<file path="config.mk">
export PLATFORM = sky130hd
export DESIGN_NAME = pcs_dev_flat
export DESIGN_NICKNAME = d
export VERILOG_FILES = /design/src/pcs_pkg.sv /design/src/pcs_link_if.sv /design/src/pcs_dev.sv /design/src/flat_wrapper.sv
export VERILOG_INCLUDE_DIRS = /design/src
export SDC_FILE = /design/constraint.sdc
export NUM_CORES = 1
export LEC_CHECK = 0
export BUFFER_PORTS_ARGS = -buffer_cell sky130_fd_sc_hd__buf_2
export CAP_MARGIN = 20
export CORE_MARGIN = 2
export CORE_UTILIZATION = 55
export DETAILED_ROUTE_END_ITERATION = 10
export PLACE_DENSITY = 0.8
export SYNTH_ARGS = -nofsm -noshare
export SYNTH_HDL_FRONTEND = slang
export SYNTH_SLANG_ARGS = --single-unit
</file>
<file path="constraint.sdc">
create_clock -name core_clk -period 5.2 [get_ports core_clk]
set_clock_uncertainty 0.15 [all_clocks]
set_input_delay 0 -clock core_clk [delete_from_list [all_inputs] [get_ports core_clk]]
set_output_delay 0 -clock core_clk [all_outputs]
set_load 0.01 [all_outputs]
</file>
<file path="src/pcs_cfg.svh">
`ifndef PCS_CFG_SVH
`define PCS_CFG_SVH
`define PCS_DIV_W 10
`define PCS_HL_W 9
`define PCS_NUM_POST 5
`define PCS_ACC_W 16
`define PCS_FREQ_RST 16'h0800
`define PCS_FREQ_STEP 16'h0008
`define PCS_FREQ_MIN 16'h0010
`define PCS_FREQ_MAX 16'h7ff0
`define PCS_CLK_PERIOD_NS 4
`define PCS_CLKBAD_NS 1000
`define PCS_CLKBAD_CYC ((`PCS_CLKBAD_NS + `PCS_CLK_PERIOD_NS - 1) / `PCS_CLK_PERIOD_NS)
`define PCS_BAD_W 12
`define PCS_ERR_W 8
`define PCS_LOCK_WIN 8'h04
`define PCS_LOCK_W 5
`define PCS_LOCK_COUNT 5'h10
`endif

</file>
<file path="src/pcs_pkg.sv">
`include "pcs_cfg.svh"
package pcs_pkg;
  typedef enum logic [1:0]
  {
    PCS_LK_RESET = 2'b00,
    PCS_LK_ACQ   = 2'b01,
    PCS_LK_HELD  = 2'b11
  } pcs_lock_t;

  typedef logic [`PCS_NUM_POST-1:0][`PCS_HL_W-1:0] pcs_hl_arr_t;

  typedef struct packed
  {
    logic [2:0]                                   r0_sync;
    logic [2:0]                                   r1_sync;
    logic                                         f0;
    logic                                         f1;
    logic                                         sel;
    logic                                         sw_prev;
    logic [`PCS_DIV_W-1:0]                        n_cnt;
    logic [`PCS_ACC_W-1:0]                        acc;
    logic [`PCS_ACC_W-1:0]                        freq;
    logic [`PCS_DIV_W-1:0]                        m_cnt;
    logic                                         ref_pend;
    logic                                         fb_pend;
    logic [`PCS_ERR_W-1:0]                        err_cnt;
    logic [`PCS_LOCK_W-1:0]                       lock_cnt;
    pcs_lock_t                                    lk;
    logic [`PCS_BAD_W-1:0]                        bad0;
    logic [`PCS_BAD_W-1:0]                        bad1;
    logic [1:0]                                   good;
    logic [`PCS_NUM_POST-1:0][`PCS_DIV_W-1:0]     pc_cnt;
    logic [`PCS_NUM_POST-1:0]                     pc_lvl;
    logic [`PCS_NUM_POST-1:0]                     post_clk;
    logic                                         pos;
    logic                                         neg;
    logic                                         locked;
    logic                                         active;
  } pcs_dev_st_t;

  typedef struct packed
  {
    logic                                         ref0;
    logic                                         ref1;
    logic                                         usw_prev;
    logic                                         sw_pulse;
    logic                                         rst;
    logic                                         pfd_en;
    logic [`PCS_DIV_W-1:0]                        n_div;
    logic [`PCS_DIV_W-1:0]                        m_div;
    pcs_hl_arr_t                                  hi;
    pcs_hl_arr_t                                  lo;
    logic                                         ext_en;
    logic                                         ext_diff;
    logic                                         gp_pos;
    logic                                         gp_neg;
    logic                                         locked;
    logic [1:0]                                   good;
    logic                                         active;
  } pcs_host_st_t;
endpackage

</file>
<file path="src/pcs_link_if.sv">
`timescale 1ns/1ps
`include "pcs_cfg.svh"
interface pcs_link_if;
  logic                  reference_input_zero;
  logic                  reference_input_one;
  logic                  switch_req;
  logic                  pll_reset;
  logic                  pfd_enable;
  logic [`PCS_DIV_W-1:0] n_div;
  logic [`PCS_DIV_W-1:0] m_div;
  pcs_pkg::pcs_hl_arr_t  post_hi;
  pcs_pkg::pcs_hl_arr_t  post_lo;
  logic                  ext_enable;
  logic                  ext_diff;
  logic                  gp_pos;
  logic                  gp_neg;
  logic [1:0]            clk_good;
  logic                  locked;
  logic                  active_clock;

  modport dev
  (
    input  reference_input_zero, reference_input_one, switch_req, pll_reset, pfd_enable,
    input  n_div, m_div, post_hi, post_lo, ext_enable, ext_diff, gp_pos, gp_neg,
    output clk_good, locked, active_clock
  );

  modport host
  (
    output reference_input_zero, reference_input_one, switch_req, pll_reset, pfd_enable,
    output n_div, m_div, post_hi, post_lo, ext_enable, ext_diff, gp_pos, gp_neg,
    input  clk_good, locked, active_clock
  );
endinterface

</file>
<file path="src/pcs_dev.sv">
`timescale 1ns/1ps
`include "pcs_cfg.svh"
module pcs_dev
#(
  parameter logic [`PCS_ACC_W-1:0] FREQ_RST  = `PCS_FREQ_RST,
  parameter logic [`PCS_ACC_W-1:0] FREQ_STEP = `PCS_FREQ_STEP
)
(
  input  wire logic                     core_clk,
  input  wire logic                     srst,
  pcs_link_if.dev                       lnk,
  output logic [`PCS_NUM_POST-1:0]      post_clk,
  output logic                          dedicated_output_pos,
  output logic                          dedicated_output_neg
);
  localparam logic [`PCS_BAD_W-1:0] BAD_CYC = `PCS_BAD_W'(`PCS_CLKBAD_CYC);

  pcs_pkg::pcs_dev_st_t q;
  pcs_pkg::pcs_dev_st_t d;

  logic                   tog0;
  logic                   tog1;
  logic                   rise0;
  logic                   rise1;
  logic                   ref_rise;
  logic                   ref_ev;
  logic                   fb_ev;
  logic                   vco_tick;
  logic [`PCS_ACC_W:0]    acc_sum;
  logic [`PCS_DIV_W-1:0]  nval;
  logic [`PCS_DIV_W-1:0]  mval;
  logic                   up;
  logic                   dn;
  logic                   resolved;
  logic [`PCS_ERR_W-1:0]  res_err;
  logic [`PCS_DIV_W-1:0]  hval;
  logic [`PCS_DIV_W-1:0]  lval;

  always_comb
  begin
    d        = q;
    up       = 1'b0;
    dn       = 1'b0;
    ref_ev   = 1'b0;
    fb_ev    = 1'b0;
    resolved = 1'b0;
    res_err  = '0;
    hval     = '0;
    lval     = '0;

    // Input qualification: third stage must agree with second before a change counts
    d.r0_sync = {q.r0_sync[1:0], lnk.reference_input_zero};
    d.r1_sync = {q.r1_sync[1:0], lnk.reference_input_one};
    tog0      = (q.r0_sync[1] == q.r0_sync[2]) && (q.r0_sync[2] != q.f0);
    tog1      = (q.r1_sync[1] == q.r1_sync[2]) && (q.r1_sync[2] != q.f1);
    rise0     = tog0 && q.r0_sync[2];
    rise1     = tog1 && q.r1_sync[2];

    // Toggle watchdogs; a stalled input reads bad after the timeout
    if (tog0)
    begin
      d.f0   = q.r0_sync[2];
      d.bad0 = '0;
    end
    else if (q.bad0 != BAD_CYC)
    begin
      d.bad0 = q.bad0 + 1'b1;
    end
    if (tog1)
    begin
      d.f1   = q.r1_sync[2];
      d.bad1 = '0;
    end
    else if (q.bad1 != BAD_CYC)
    begin
      d.bad1 = q.bad1 + 1'b1;
    end
    d.good = {q.bad1 != BAD_CYC, q.bad0 != BAD_CYC};

    // Switchover acts on the request edge so a held level swaps only once
    d.sw_prev = lnk.switch_req;
    if (lnk.switch_req && !q.sw_prev)
    begin
      d.sel = ~q.sel;
    end
    d.active = d.sel;
    ref_rise = q.sel ? rise1 : rise0;

    // Zero is taken as one so the dividers never hang
    nval = (lnk.n_div == '0) ? `PCS_DIV_W'(1) : lnk.n_div;
    mval = (lnk.m_div == '0) ? `PCS_DIV_W'(1) : lnk.m_div;

    if (ref_rise)
    begin
      if (q.n_cnt >= nval - 1'b1)
      begin
        d.n_cnt = '0;
        ref_ev  = 1'b1;
      end
      else
      begin
        d.n_cnt = q.n_cnt + 1'b1;
      end
    end

    // Oscillator: phase accumulator carry is one oscillator rising edge
    acc_sum  = {1'b0, q.acc} + {1'b0, q.freq};
    d.acc    = acc_sum[`PCS_ACC_W-1:0];
    vco_tick = acc_sum[`PCS_ACC_W];

    if (vco_tick)
    begin
      if (q.m_cnt >= mval - 1'b1)
      begin
        d.m_cnt = '0;
        fb_ev   = 1'b1;
      end
      else
      begin
        d.m_cnt = q.m_cnt + 1'b1;
      end
    end

    // Edge-only detector; whichever rising edge comes first waits for the other
    if (ref_ev && fb_ev)
    begin
      d.ref_pend = 1'b0;
      d.fb_pend  = 1'b0;
      resolved   = 1'b1;
    end
    else if (ref_ev)
    begin
      if (q.fb_pend)
      begin
        dn        = 1'b1;
        d.fb_pend = 1'b0;
        resolved  = 1'b1;
        res_err   = q.err_cnt;
      end
      else
      begin
        d.ref_pend = 1'b1;
        d.err_cnt  = '0;
      end
    end
    else if (fb_ev)
    begin
      if (q.ref_pend)
      begin
        up         = 1'b1;
        d.ref_pend = 1'b0;
        resolved   = 1'b1;
        res_err    = q.err_cnt;
      end
      else
      begin
        d.fb_pend = 1'b1;
        d.err_cnt = '0;
      end
    end
    else if ((q.ref_pend || q.fb_pend) && (q.err_cnt != '1))
    begin
      d.err_cnt = q.err_cnt + 1'b1;
    end

    // Gate holds the last frequency word, so the loop coasts
    if (lnk.pfd_enable)
    begin
      if (up && (q.freq < `PCS_FREQ_MAX))
      begin
        d.freq = q.freq + FREQ_STEP;
      end
      else if (dn && (q.freq > `PCS_FREQ_MIN))
      begin
        d.freq = q.freq - FREQ_STEP;
      end
      // Phase kick damps the loop; frequency steps alone ring and never settle
      if (up)
        d.acc = d.acc + q.freq;
      else if (dn)
        d.acc = (d.acc > q.freq) ? d.acc - q.freq : '0;
    end

    // Lock detector: consecutive small phase errors needed, one large one drops lock
    case (q.lk)
      pcs_pkg::PCS_LK_RESET:
        d.lk = pcs_pkg::PCS_LK_ACQ;
      pcs_pkg::PCS_LK_ACQ:
      begin
        if (resolved)
        begin
          if (res_err <= `PCS_LOCK_WIN)
          begin
            d.lock_cnt = q.lock_cnt + 1'b1;
            if (q.lock_cnt == `PCS_LOCK_COUNT - 1'b1)
            begin
              d.lk = pcs_pkg::PCS_LK_HELD;
            end
          end
          else
          begin
            d.lock_cnt = '0;
          end
        end
      end
      pcs_pkg::PCS_LK_HELD:
      begin
        if ((resolved && (res_err > `PCS_LOCK_WIN)) || (q.err_cnt == '1))
        begin
          d.lk       = pcs_pkg::PCS_LK_ACQ;
          d.lock_cnt = '0;
        end
      end
      default:
        d.lk = pcs_pkg::PCS_LK_RESET;
    endcase
    d.locked = (d.lk == pcs_pkg::PCS_LK_HELD);

    // Post-scale counters, all clocked by the same oscillator edge
    for (int i = 0; i < `PCS_NUM_POST; i++)
    begin
      hval = (lnk.post_hi[i] == '0) ? `PCS_DIV_W'(1) : {1'b0, lnk.post_hi[i]};
      lval = (lnk.post_lo[i] == '0) ? `PCS_DIV_W'(1) : {1'b0, lnk.post_lo[i]};
      if (vco_tick)
      begin
        if (q.pc_lvl[i] ? (q.pc_cnt[i] >= hval - 1'b1) : (q.pc_cnt[i] >= lval - 1'b1))
        begin
          d.pc_cnt[i] = '0;
          d.pc_lvl[i] = ~q.pc_lvl[i];
        end
        else
        begin
          d.pc_cnt[i] = q.pc_cnt[i] + 1'b1;
        end
      end
    end
    d.post_clk = d.pc_lvl;

    // Dedicated pair: counter zero only; free pins fall back to general-purpose data
    if (lnk.ext_enable)
    begin
      d.pos = d.pc_lvl[0];
      d.neg = lnk.ext_diff ? ~d.pc_lvl[0] : lnk.gp_neg;
    end
    else
    begin
      d.pos = lnk.gp_pos;
      d.neg = lnk.gp_neg;
    end

    // Loop reset also restarts every counter in phase
    if (srst || lnk.pll_reset)
    begin
      d        = '0;
      d.freq   = FREQ_RST;
      d.pc_lvl   = '1;
      d.post_clk = '1;
      d.good   = 2'h3;
      d.lk     = pcs_pkg::PCS_LK_RESET;
    end
  end

  always_ff @(posedge core_clk)
  begin
    q <= d;
  end

  assign lnk.clk_good         = q.good;
  assign lnk.locked           = q.locked;
  assign lnk.active_clock     = q.active;
  assign post_clk             = q.post_clk;
  assign dedicated_output_pos = q.pos;
  assign dedicated_output_neg = q.neg;
endmodule

</file>
<file path="src/flat_wrapper.sv">
// flat-port wrapper written by rule: the top's interface ports become plain ports
module pcs_dev_flat 
#(
  parameter logic [`PCS_ACC_W-1:0] FREQ_RST  = `PCS_FREQ_RST,
  parameter logic [`PCS_ACC_W-1:0] FREQ_STEP = `PCS_FREQ_STEP
)
  (core_clk, srst, post_clk, dedicated_output_pos, dedicated_output_neg, lnk_reference_input_zero, lnk_reference_input_one, lnk_switch_req, lnk_pll_reset, lnk_pfd_enable, lnk_n_div, lnk_m_div, lnk_post_hi, lnk_post_lo, lnk_ext_enable, lnk_ext_diff, lnk_gp_pos, lnk_gp_neg, lnk_clk_good, lnk_locked, lnk_active_clock);
  pcs_link_if lnk_i ();
  input  wire logic core_clk;
  input  wire logic srst;
  output logic [`PCS_NUM_POST-1:0] post_clk;
  output logic dedicated_output_pos;
  output logic dedicated_output_neg;
  input wire logic [$bits(lnk_i.reference_input_zero)-1:0] lnk_reference_input_zero;
  input wire logic [$bits(lnk_i.reference_input_one)-1:0] lnk_reference_input_one;
  input wire logic [$bits(lnk_i.switch_req)-1:0] lnk_switch_req;
  input wire logic [$bits(lnk_i.pll_reset)-1:0] lnk_pll_reset;
  input wire logic [$bits(lnk_i.pfd_enable)-1:0] lnk_pfd_enable;
  input wire logic [$bits(lnk_i.n_div)-1:0] lnk_n_div;
  input wire logic [$bits(lnk_i.m_div)-1:0] lnk_m_div;
  input wire logic [$bits(lnk_i.post_hi)-1:0] lnk_post_hi;
  input wire logic [$bits(lnk_i.post_lo)-1:0] lnk_post_lo;
  input wire logic [$bits(lnk_i.ext_enable)-1:0] lnk_ext_enable;
  input wire logic [$bits(lnk_i.ext_diff)-1:0] lnk_ext_diff;
  input wire logic [$bits(lnk_i.gp_pos)-1:0] lnk_gp_pos;
  input wire logic [$bits(lnk_i.gp_neg)-1:0] lnk_gp_neg;
  output wire logic [$bits(lnk_i.clk_good)-1:0] lnk_clk_good;
  output wire logic [$bits(lnk_i.locked)-1:0] lnk_locked;
  output wire logic [$bits(lnk_i.active_clock)-1:0] lnk_active_clock;
  assign lnk_i.reference_input_zero = lnk_reference_input_zero;
  assign lnk_i.reference_input_one = lnk_reference_input_one;
  assign lnk_i.switch_req = lnk_switch_req;
  assign lnk_i.pll_reset = lnk_pll_reset;
  assign lnk_i.pfd_enable = lnk_pfd_enable;
  assign lnk_i.n_div = lnk_n_div;
  assign lnk_i.m_div = lnk_m_div;
  assign lnk_i.post_hi = lnk_post_hi;
  assign lnk_i.post_lo = lnk_post_lo;
  assign lnk_i.ext_enable = lnk_ext_enable;
  assign lnk_i.ext_diff = lnk_ext_diff;
  assign lnk_i.gp_pos = lnk_gp_pos;
  assign lnk_i.gp_neg = lnk_gp_neg;
  assign lnk_clk_good = lnk_i.clk_good;
  assign lnk_locked = lnk_i.locked;
  assign lnk_active_clock = lnk_i.active_clock;
  pcs_dev #(.FREQ_RST(FREQ_RST), .FREQ_STEP(FREQ_STEP)) u_core (.core_clk(core_clk), .srst(srst), .lnk(lnk_i), .post_clk(post_clk), .dedicated_output_pos(dedicated_output_pos), .dedicated_output_neg(dedicated_output_neg));
endmodule
</file>
==> reports/metrics.sh, run 1 <==
DESIGN_AREA_SQ_UM=15300
CLKSLEWWORSTSETUPHOLDPATHS_NS=0.07
START_KIND='register'
IRDROPWORSTVDD_V=0.000213
INITIAL_UTIL_PCT=56.3
CTS_TREE='built'
LAYOUT.CELLS.MOST_COMMON_LIST='ha_1, nor2_1, dfxtp_1'
DP_HPWL_MICRONS=24500
GRT_SETUP_UNREPAIRED='yes'
SYNTH_EDF_COUNT=0
MAXSLEWHEADROOM_PCT=51.2
YS_TOP_CELLS_BY_AREA='dfxtp_1, ha_1, xnor2_1'
IO_PINS=132
CELL_BY_CELL_LISTING_OF_THE_CRITICAL_PATH='ha_1 -> a211oi_1 -> o21ai_1 -> a2111oi_0 -> nor3_1 -> a21o_1 -> a21oi_1 -> xnor2_1 -> ha_1 -> inv_1 -> nand4_1 -> or4_1 -> inv_1 -> a2111oi_4 -> and2_1 -> a221o_1 -> a22o_1'
HOLD_VIOL_FINAL=0
POWER_DENSITY_nW_PER_UM2=202
CPPEAKSTAGEDELAY_NS=0.57
DIE-AREA_SQ_UM=25300
CTS.HTREE.LEVELS=4
DR.FIRST_ITER.DRC_COUNT=703
RUN_STATUS='complete, no violations'
STDCELL_COUNT=2136
ASYNC_FLOP_SHARE_PCT=0
FINAL_NETS=2120
CLOCK_TREE.ROOT_CELL='clkbuf_16'
MAXCAPVIOLATIONS=0
FINALWEIGHTEDCONGESTION=0.935
CTS-BUFFERS-INSERTED=17
GRT_ANTENNA_BEFORE_REPAIR=7
DOMINANTREGCELLSYNTH='dfxtp_1'
YOSYS.AREA.TOP_TYPE_SHARE_PCT=23.7
PORT_BUFFERS=131
FINAL-MAX-SLEW-VIOLATION-COUNT=0
MOST_COMMON_LIBRARY_CELL_IN_THE_LAYOUT_IGNORING_FILL_AND_TAPS='ha_1'
GRT_MAX_DEGREE=49
PLACEMENT.CELL_AREA_SQ_UM=14500
YOSYS_WARNINGS=0
TIMING.CRITICAL_PATH.TO_TYPE='register'
CTS-ROOT-TO-SINK-BUFFERS=2
GRT.TOTAL_USAGE_PCT=25.1
REQUIRED_NS=5.37
AVGVIACOUNTPERCELL=5.77
SETUP_TOTAL_NEGATIVE_SLACK_NS=0
NUM_ROWS=56
POSTSYNTHCELLCOUNT=1631
LAYOUT_WORST_PATH_CYCLE_SHARE_PCT=94.2
CRITPATHMAXFANOUT=7
SYNTH-SEQ-CELLS=157
NUMBER_OF_CLOCK_SINKS=157
GLOBALROUTE.TOTALOVERFLOW=0
LEAKAGEPOWER_nW=6.50
POST_ROUTE_CELLS_DRIVE_ABOVE_1_SHARE_PCT=12.9
FINAL_ANTENNA_NET_COUNT=0
DR_PASS1_ITERATIONS=5
REMAINING_DRC_ERRORS=0
REG2REG_SETUP_SLACK_NS=0.30
DIE_X_MICRONS=159
NETLIST_AREA_SQ_UM=13300
SLOWEST_STAGE='or4_1'
DELAY_HEAVIEST_FAMILY_CP='compound AO/OA/AOI/OAI gates'
POST-ROUTE-MIN-PERIOD_NS=4.90
PLACE.DETAILED.INSTANCES=2088
VERTICAL_EXTENT_OF_THE_DIE_MICRONS=159
DRT_WL_TOTAL_MICRONS=32000
POST_SYNTH_NUM_CELL_TYPES=75
TIMING.SETUP.CRITICAL_PATH_CLASS='reg -> reg'
WIRE_LENGTH_OF_THE_FIRST_GLOBAL_ROUTING_PASS_MICRONS=54500
ARRIVAL_NS=5.07
TOTAL_POWER_mW=3.09
ROUTEDWLPERCELL_MICRONS=15.0
HP-CLASS='in -> reg'
PLACEABLECOREAREA_SQ_UM=23500
MAX_SLEW.WORST_PIN.SLEW_NS=0.731
SYN_AVG_CELL_AREA_SQ_UM=8.12
FMAX_MHz=204
VIAS=12300
AREA_GROWTH_PCT=15.2
CRITPATHBUFINV=2
WORST_SKEW_PAIR.LATE_LATENCY_NS=0.43
SYNTH_SEQ_AREA_SHARE_PCT=23.7
GRT_PASS1_VIAS=11800
SYNTH_TOP_AREA_CELL='dfxtp_1'
SETUP_VIOLATIONS=0
-- worst min-delay path: cells and delay by family --
| family | cells | cell delay, ns |
|---|---|---|
| buffers and inverters | 2 | 0.62 |
| AND/OR/NAND/NOR | 1 | 0.10 |
-- Yosys cell counts (8+ instances only) --
library cell	n
inv_1	64
xor2_1	86
nor2b_1	17
nand3_1	33
a21o_1	26
or3_1	38
o211ai_1	14
nor4_1	17
o21bai_1	8
nand4_1	38
a21oi_1	95
nand2b_1	29
nor3_1	75
ha_1	195
a221oi_1	8
and2_1	13
dfxtp_1	157
nor3b_1	11
clkbuf_1	25
nand2_1	104
and3_1	32
o21ai_0	70
a211oi_1	21
or4_1	9
a31oi_1	12
xnor2_1	87
mux2i_1	15
nor2_1	193
-- layout make-up --
| cell class | instances | area [sq um] |
|---|---|---|
| Antenna cell | 5 | 12.5 |
| Clock buffer | 21 | 470 |
| Clock inverter | 10 | 131 |
| Fill cell | 2028 | 8280 |
| Inverter | 64 | 240 |
| Multi-Input combinational cell | 1381 | 9820 |
| Sequential cell | 157 | 3140 |
| Tap cell | 319 | 399 |
| Timing Repair Buffer | 179 | 1050 |
-- path summary, 6_finish.rpt --
check,from,to,cells after the start
worst max-delay path,u_core.q[121],u_core.q[145],17
worst min-delay path,lnk_reference_input_zero,u_core.q[166],3
worst max register to register,u_core.q[121],u_core.q[145],17
worst min register to register,u_core.q[166],u_core.q[167],1
-- stage by stage --
step                      setup slack, ns  hold slack, ns  utilization [%]
final                               0.301           0.180             64.8
after global routing              -0.0219           0.171             64.8
after CTS                           0.193           0.156             64.6
after detailed placement           -0.127          0.0603             61.5
after global placement            -0.0313          0.0523             61.5
after floorplan                    0.0243         -0.0598                -
-- layer usage --
metal | track usage [%] | routed length [microns]
met1 | 32.4 | 14600
met2 | 42.5 | 14900
met3 | 4.61 | 1650
met4 | 8.18 | 737
met5 | 0 | 27
-- sequential cells by signal, summed over array words and instances (netlist names) --
signal                       count
u_core.lnk.clk_good              2
u_core.dedicated_output_neg      1
u_core.lnk.locked                1
u_core.dedicated_output_pos      1
u_core.q                       152
-- power by group --
| group | leakage (nW) | switching, mW | internal, mW |
|---|---|---|---|
| logic | 4.95 | 0.333 | 0.264 |
| clock network | 0.286 | 0.516 | 0.752 |
| registers | 1.27 | 0.00838 | 1.22 |
-- cells by family after synthesis --
family / after synthesis / synth area share (%)
other: 1 / 0.0283
buffers and inverters: 102 / 3.11
AOI/OAI and AO/OA: 339 / 16.8
and+or+nand+nor: 639 / 24.2
DFF: 157 / 23.7
muxes: 21 / 1.64
xor gates and xnor gates: 173 / 11.4
adders and majority gates: 199 / 19.0
-- repair_timing --
item	in CTS	in global routing
gates resized for setup	0	10
hold endpoints to repair	23	0
buffers inserted	0	0
hold buffers	12	0
endpoints found under the setup margin	0	5
Power figures use the tool's default switching activity.
==> inputs of run 2 (changes only) <==
--- a/config.mk
+++ b/config.mk
@@ -12,6 +12,8 @@
 export CORE_UTILIZATION = 55
 export DETAILED_ROUTE_END_ITERATION = 10
 export PLACE_DENSITY = 0.8
+export RECOVER_POWER = 25
+export SLEW_MARGIN = 25
 export SYNTH_ARGS = -nofsm -noshare
 export SYNTH_HDL_FRONTEND = slang
 export SYNTH_SLANG_ARGS = --single-unit
==> reports/metrics.sh, run 2 (synthesis gave the netlist of run 1 again) <==
POST-ROUTE-MIN-PERIOD_NS=4.94
WORST_R2R_STARTPOINT='u_core.q[121]'
REG2REG_SETUP_SLACK_NS=0.26
CRITICAL_PATH.REG2REG.ENDPOINT='u_core.q[144]'
CRITPATHMAXFANOUT=7
TIMING.CRITICAL_PATH.TO_TYPE='register'
MAXCAPVIOLATIONS=1
POWER.SHARE.CLOCK_PCT=41.1
POSTLAYOUTSETUPSLACKWORST_NS=0.257
MAXSLEWHEADROOM_PCT=-1.13
REMAINING_DRC_ERRORS=0
PLACEABLECOREAREA_SQ_UM=23500
LEAKAGEPOWER_nW=6.47
HOLDPATHSTAGES=3
REG2REGPATHDEPTH=17
FINAL_NETS=2120
IRDROPWORSTVDD_V=0.000213
LARGEST_REG_FLOPS=152
NUMBER_OF_CLOCK_SINKS=157
CTS-BUFFERS-INSERTED=17
INTERNAL-POWER_mW=2.23
DP_HPWL_MICRONS=24500
PORT_BUFFERS=131
FINAL-MAX-SLEW-VIOLATION-COUNT=26
DESIGN_AREA_SQ_UM=15200
DIE_X_MICRONS=159
CLKSLEWWORSTSETUPHOLDPATHS_NS=0.07
LAYOUT.CELLS.MOST_COMMON_LIST='ha_1, nor2_1, dfxtp_1'
PLACEMENT.SETUP.WORST_SLACK_NS=-0.127
CTS_TREE='built'
PLACE.DETAILED.INSTANCES=2088
AREA_GROWTH_PCT=15.0
ROUTEDWLPERCELL_MICRONS=15.0
DR_PASS1_ITERATIONS=5
POWER_FRAC_SEQ_PCT=39.6
IO_PINS=132
GRT_PASS1_VIAS=11800
CTS.HTREE.LEVELS=4
REQUIRED_NS=5.36
POST_ROUTE_CELLS_DRIVE_ABOVE_1_SHARE_PCT=12.2
FMAX_MHz=202
VERTICAL_EXTENT_OF_THE_DIE_MICRONS=159
FINAL_CORE_UTIL_PCT=64.7
GRT_MAX_DEGREE=49
GRT_SETUP_UNREPAIRED='yes'
CLOCK_TREE.ROOT_CELL='clkbuf_16'
MAX_SLEW.WORST_PIN.SLEW_NS=1.52
VIAS=12300
FAILED_CHECKS='capacitance limit, slew limit'
ARRIVAL_NS=5.11
POWER_DENSITY_nW_PER_UM2=203
FINALWEIGHTEDCONGESTION=0.935
GRT.TOTAL_USAGE_PCT=25.1
CTS-ROOT-TO-SINK-BUFFERS=2
START_KIND='register'
HOLD_VIOL_FINAL=0
HOLDPATHEND='u_core.q[166]'
LAYOUT_WORST_PATH_CYCLE_SHARE_PCT=95.1
HP-CLASS='in -> reg'
DR.FIRST_ITER.DRC_COUNT=703
STDCELL_COUNT=2135
GLOBALROUTE.TOTALOVERFLOW=0
FINAL_ANTENNA_NET_COUNT=0
SETUP_VIOLATIONS=0
PLACEMENT.CELL_AREA_SQ_UM=14500
TIMING.SETUP.CRITICAL_PATH_CLASS='reg -> reg'
INITIAL_UTIL_PCT=56.3
WIRE_LENGTH_OF_THE_FIRST_GLOBAL_ROUTING_PASS_MICRONS=54500
TIMING.HOLD.WORST.START='lnk_reference_input_zero'
LARGEST_REGISTER='u_core.q'
MOST_COMMON_LIBRARY_CELL_IN_THE_LAYOUT_IGNORING_FILL_AND_TAPS='ha_1'
DIE-AREA_SQ_UM=25300
SHARE_COMB_OF_TOTAL_POWER_PCT=19.3
FILLERS=2040
NUM_ROWS=56
RUN_STATUS='finished with violations'
NETSWITCHINGFRACTION_PCT=27.8
WORST_SKEW_PAIR.LATE_LATENCY_NS=0.43
SWITCHING_POWER_mW=0.860
DRT_WL_TOTAL_MICRONS=32000
POST_CTS_SETUP_INSERTS=0
GRT_ANTENNA_BEFORE_REPAIR=7
AVGVIACOUNTPERCELL=5.78
## run 2: cell count changes in the layout (fill, tap and decap cells not counted), moves of 3 or more
cell      change
and2_1        -3
and2_0        +3
buf_2        -12
clkbuf_1     +13
## run 2: final cells by class
type                       count  area [sq um]  area share, %
antenna                        4          10.0         0.0657
clock buffer                  21           470           3.09
clock inverter                10           131          0.862
inverter                      64           240           1.58
multi-input combinational   1381          9820           64.4
sequential                   157          3140           20.6
tap                          319           399           2.62
timing repair buffer         179          1030           6.74
## run 2: stage by stage
step	TNS, ns	power (mW)	hold slack (ns)
after detailed placement	-0.127	1.81	0.0603
after CTS	0	3.08	0.156
final	0	3.09	0.179
after global placement	-0.0313	1.79	0.0523
after global routing	-0.0219	3.22	0.171
after floorplan	0	1.64	-0.0598
## run 2: timing repair
item	4_1_cts	5_1_grt
hold buffers	12	0
endpoints found under the setup margin	0	5
resized for setup	0	10
endpoints found under the hold margin	23	0
## run 2: layer usage
| layer | up-vias | global-route usage [%] | share of wire, % |
|---|---|---|---|
| met5 | - | 0 | 0.084 |
| li1 | 6250 | - | - |
| met2 | 292 | 42.5 | 47 |
| met3 | 48 | 4.61 | 5.3 |
| met4 | 4 | 8.18 | 2.3 |
| met1 | 5753 | 32.4 | 46 |
## run 2: worst max path at each step
| stage | from | endpoint | slack, ns | cells after the start |
|---|---|---|---|---|
| 2_1_floorplan | lnk_n_div[3] | u_core.q[132] | 0.02 | 25 |
| 3_3_place_gp | lnk_n_div[3] | u_core.q[132] | -0.03 | 26 |
| 3_5_place_dp | lnk_n_div[3] | u_core.q[132] | -0.13 | 26 |
| 4_1_cts | lnk_n_div[3] | u_core.q[132] | 0.19 | 26 |
| 5_1_grt | lnk_n_div[3] | u_core.q[132] | -0.02 | 27 |
| 6_report | u_core.q[121] | u_core.q[144] | 0.26 | 17 |
## run 2: worst max-delay path, stage by stage, from the launching register on
cell and delay (ns):
dfxtp_1 0.50, ha_1 0.31, a211oi_1 0.32, o21ai_1 0.17
a2111oi_0 0.43, nor3_1 0.16, a21o_1 0.20, a21oi_1 0.19
xnor2_1 0.22, ha_1 0.31, inv_1 0.12, nand4_1 0.15
or4_1 0.58, inv_1 0.14, a2111oi_4 0.08, and2_1 0.23
a221o_1 0.35, a22o_1 0.21
## run 2: power by group through the flow
stage               sequential (mW)  combinational, mW  clock, mW
finish                         1.22              0.596       1.27
global route                   1.22              0.664       1.34
CTS                            1.22              0.571       1.28
detailed placement             1.25              0.556          0
global placement               1.25              0.540          0
floorplan                      1.25              0.388          0
==> inputs of run 3 (changes only) <==
--- a/config.mk
+++ b/config.mk
@@ -9,10 +9,11 @@
 export BUFFER_PORTS_ARGS = -buffer_cell sky130_fd_sc_hd__buf_2
 export CAP_MARGIN = 20
 export CORE_MARGIN = 2
-export CORE_UTILIZATION = 55
+export CORE_UTILIZATION = 60
 export DETAILED_ROUTE_END_ITERATION = 10
-export PLACE_DENSITY = 0.8
+export PLACE_DENSITY = 0.83
 export RECOVER_POWER = 25
+export SKIP_CTS_REPAIR_TIMING = 1
 export SLEW_MARGIN = 25
 export SYNTH_ARGS = -nofsm -noshare
 export SYNTH_HDL_FRONTEND = slang
==> constraint.sdc (replaced) <==
create_clock -name core_clk -period 5.49 [get_ports core_clk]
set_clock_uncertainty 0.15 [all_clocks]
set_input_delay 0 -clock core_clk [delete_from_list [all_inputs] [get_ports core_clk]]
set_output_delay 0 -clock core_clk [all_outputs]
set_load 0.01 [all_outputs]
==> reports/metrics.sh, run 3 (synthesis gave the netlist of run 1 again) <==
HOLD_VIOL_FINAL=0
LEAKAGEPOWER_nW=6.39
TIMING.CRITICAL_PATH.TO_TYPE='register'
INITIAL_UTIL_PCT=60.9
AVGVIACOUNTPERCELL=5.95
GRT_SETUP_UNREPAIRED='yes'
ARRIVAL_NS=5.32
POST_ROUTE_CELLS_DRIVE_ABOVE_1_SHARE_PCT=11.3
GRT_ANTENNA_BEFORE_REPAIR=1
DP_HPWL_MICRONS=23900
DR.FIRST_ITER.DRC_COUNT=845
NUMBER_OF_CLOCK_SINKS=157
TIMING.SETUP.CRITICAL_PATH_CLASS='reg -> reg'
DR_PASS1_ITERATIONS=6
NUM_ROWS=54
FINALWEIGHTEDCONGESTION=0.948
POWER_FRAC_SEQ_PCT=41.3
MAXCAPVIOLATIONS=0
POWER_DENSITY_nW_PER_UM2=187
MAXSLEWHEADROOM_PCT=12.6
FINAL_CORE_UTIL_PCT=68.9
MOST_COMMON_LIBRARY_CELL_IN_THE_LAYOUT_IGNORING_FILL_AND_TAPS='ha_1'
LAYOUT_WORST_PATH_CYCLE_SHARE_PCT=93.9
POWER.SHARE.CLOCK_PCT=39.0
PORT_BUFFERS=131
SWITCHING_POWER_mW=0.817
HP-CLASS='in -> reg'
VERTICAL_EXTENT_OF_THE_DIE_MICRONS=153
GRT_MAX_DEGREE=47
MAX_SLEW.WORST_PIN.SLEW_NS=1.31
LARGEST_REGISTER='u_core.q'
DIE_X_MICRONS=153
CRITPATHMAXFANOUT=9
GRT_PASS1_VIAS=11700
LAYOUT.CELLS.MOST_COMMON_LIST='ha_1, nor2_1, dfxtp_1'
CTS.HTREE.LEVELS=4
DIE-AREA_SQ_UM=23300
VIAS=12400
IO_PINS=132
CTS_TREE='built'
CLOCK_TREE.ROOT_CELL='clkbuf_16'
FINAL-MAX-SLEW-VIOLATION-COUNT=0
START_KIND='register'
INTERNAL-POWER_mW=1.99
CTS-BUFFERS-INSERTED=17
WIRE_LENGTH_OF_THE_FIRST_GLOBAL_ROUTING_PASS_MICRONS=52800
TOTAL_POWER_mW=2.81
FMAX_MHz=194
POST-ROUTE-MIN-PERIOD_NS=5.16
DRT_WL_TOTAL_MICRONS=31300
CTS-ROOT-TO-SINK-BUFFERS=2
CLKSLEWWORSTSETUPHOLDPATHS_NS=0.06
PLACEABLECOREAREA_SQ_UM=21800
REQUIRED_NS=5.65
GLOBALROUTE.TOTALOVERFLOW=0
AREA_GROWTH_PCT=13.1
FINAL_NETS=2109
LARGEST_REG_FLOPS=152
WORST_SKEW_PAIR.LATE_LATENCY_NS=0.42
RUN_STATUS='complete, no violations'
REMAINING_DRC_ERRORS=0
FINAL_ANTENNA_NET_COUNT=0
ROUTEDWLPERCELL_MICRONS=15.1
NETSWITCHINGFRACTION_PCT=29.1
IRDROPWORSTVDD_V=0.000166
SHARE_COMB_OF_TOTAL_POWER_PCT=19.7
SETUP_VIOLATIONS=0
GRT.TOTAL_USAGE_PCT=26.3
==> run 3: changes by cell type in the layout (fill, tap and decap cells not counted), moves of 2 or more <==
cell / before / now
diode_2: 4 / 1
clkbuf_8: 3 / 1
bufinv_16: 2 / 0
o21ai_0: 69 / 71
clkinvlp_4: 3 / 1
o21ai_1: 8 / 6
clkinv_2: 0 / 2
buf_4: 35 / 25
inv_6: 1 / 7
inv_8: 2 / 0
==> run 3: power by group through the flow <==
stage	clock, mW	sequential, mW	combinational (mW)
6_report	1.10	1.16	0.554
5_1_grt	1.16	1.16	0.616
4_1_cts	1.11	1.16	0.535
3_5_place_dp	0	1.18	0.528
3_3_place_gp	0	1.18	0.511
2_1_floorplan	0	1.18	0.367
==> run 3: stage by stage <==
stage	instances	hold slack, ns	setup slack [ns]	TNS, ns	instance area [sq um]
floorplan	1640	-0.0598	0.0179	0	13300
global placement	2039	0.0604	0.00798	0	14300
detailed placement	2039	0.0644	-0.135	-0.135	14300
CTS	2069	-0.374	0.248	0	14900
global route	2081	0.198	-0.0877	-0.0877	15000
finish	2081	0.189	0.333	0	15000
==> run 3: path summary, 6_finish.rpt <==
path	from	to	slack, ns	cells after the start
setup / recovery	u_core.q[120]	u_core.q[144]	0.33	18
hold / removal	lnk_reference_input_one	u_core.q[163]	0.19	3
setup reg to reg	u_core.q[120]	u_core.q[144]	0.33	18
hold reg to reg	u_core.q[163]	u_core.q[164]	0.29	1
==> run 3: routing by layer <==
layer	global-route usage, %	vias to the layer above	part of all wire [%]
met1	34.8	5755	46
met5	0	-	0
met4	7.01	0	1.6
li1	-	6233	-
met2	44.9	357	47
met3	3.73	45	5.2
==> run 3: layout make-up <==
type	count	area, sq um
diodes	1	2.50
clock inverters	12	104
inverters	64	240
flip-flops and latches	157	3140
multi-input cells	1381	9770
well taps	280	350
repair buffers	168	942
clock buffers	18	439
fillers	1785	6770
==> run 3: critical path, cell delays in order (launching register included) <==
cell and delay (ns):
dfxtp_1 0.40, ha_1 0.33, fa_1 0.50, a21o_1 0.21, a211oi_1 0.33, nor2_1 0.07, nor2_1 0.15, o21ai_0 0.09
a21oi_1 0.18, xnor2_1 0.22, ha_1 0.41, a21oi_1 0.18, o21ai_0 0.14, or3_1 0.36, o2111ai_1 0.36, a2111oi_4 0.16
and2_1 0.23, a221o_1 0.35, a22o_1 0.20
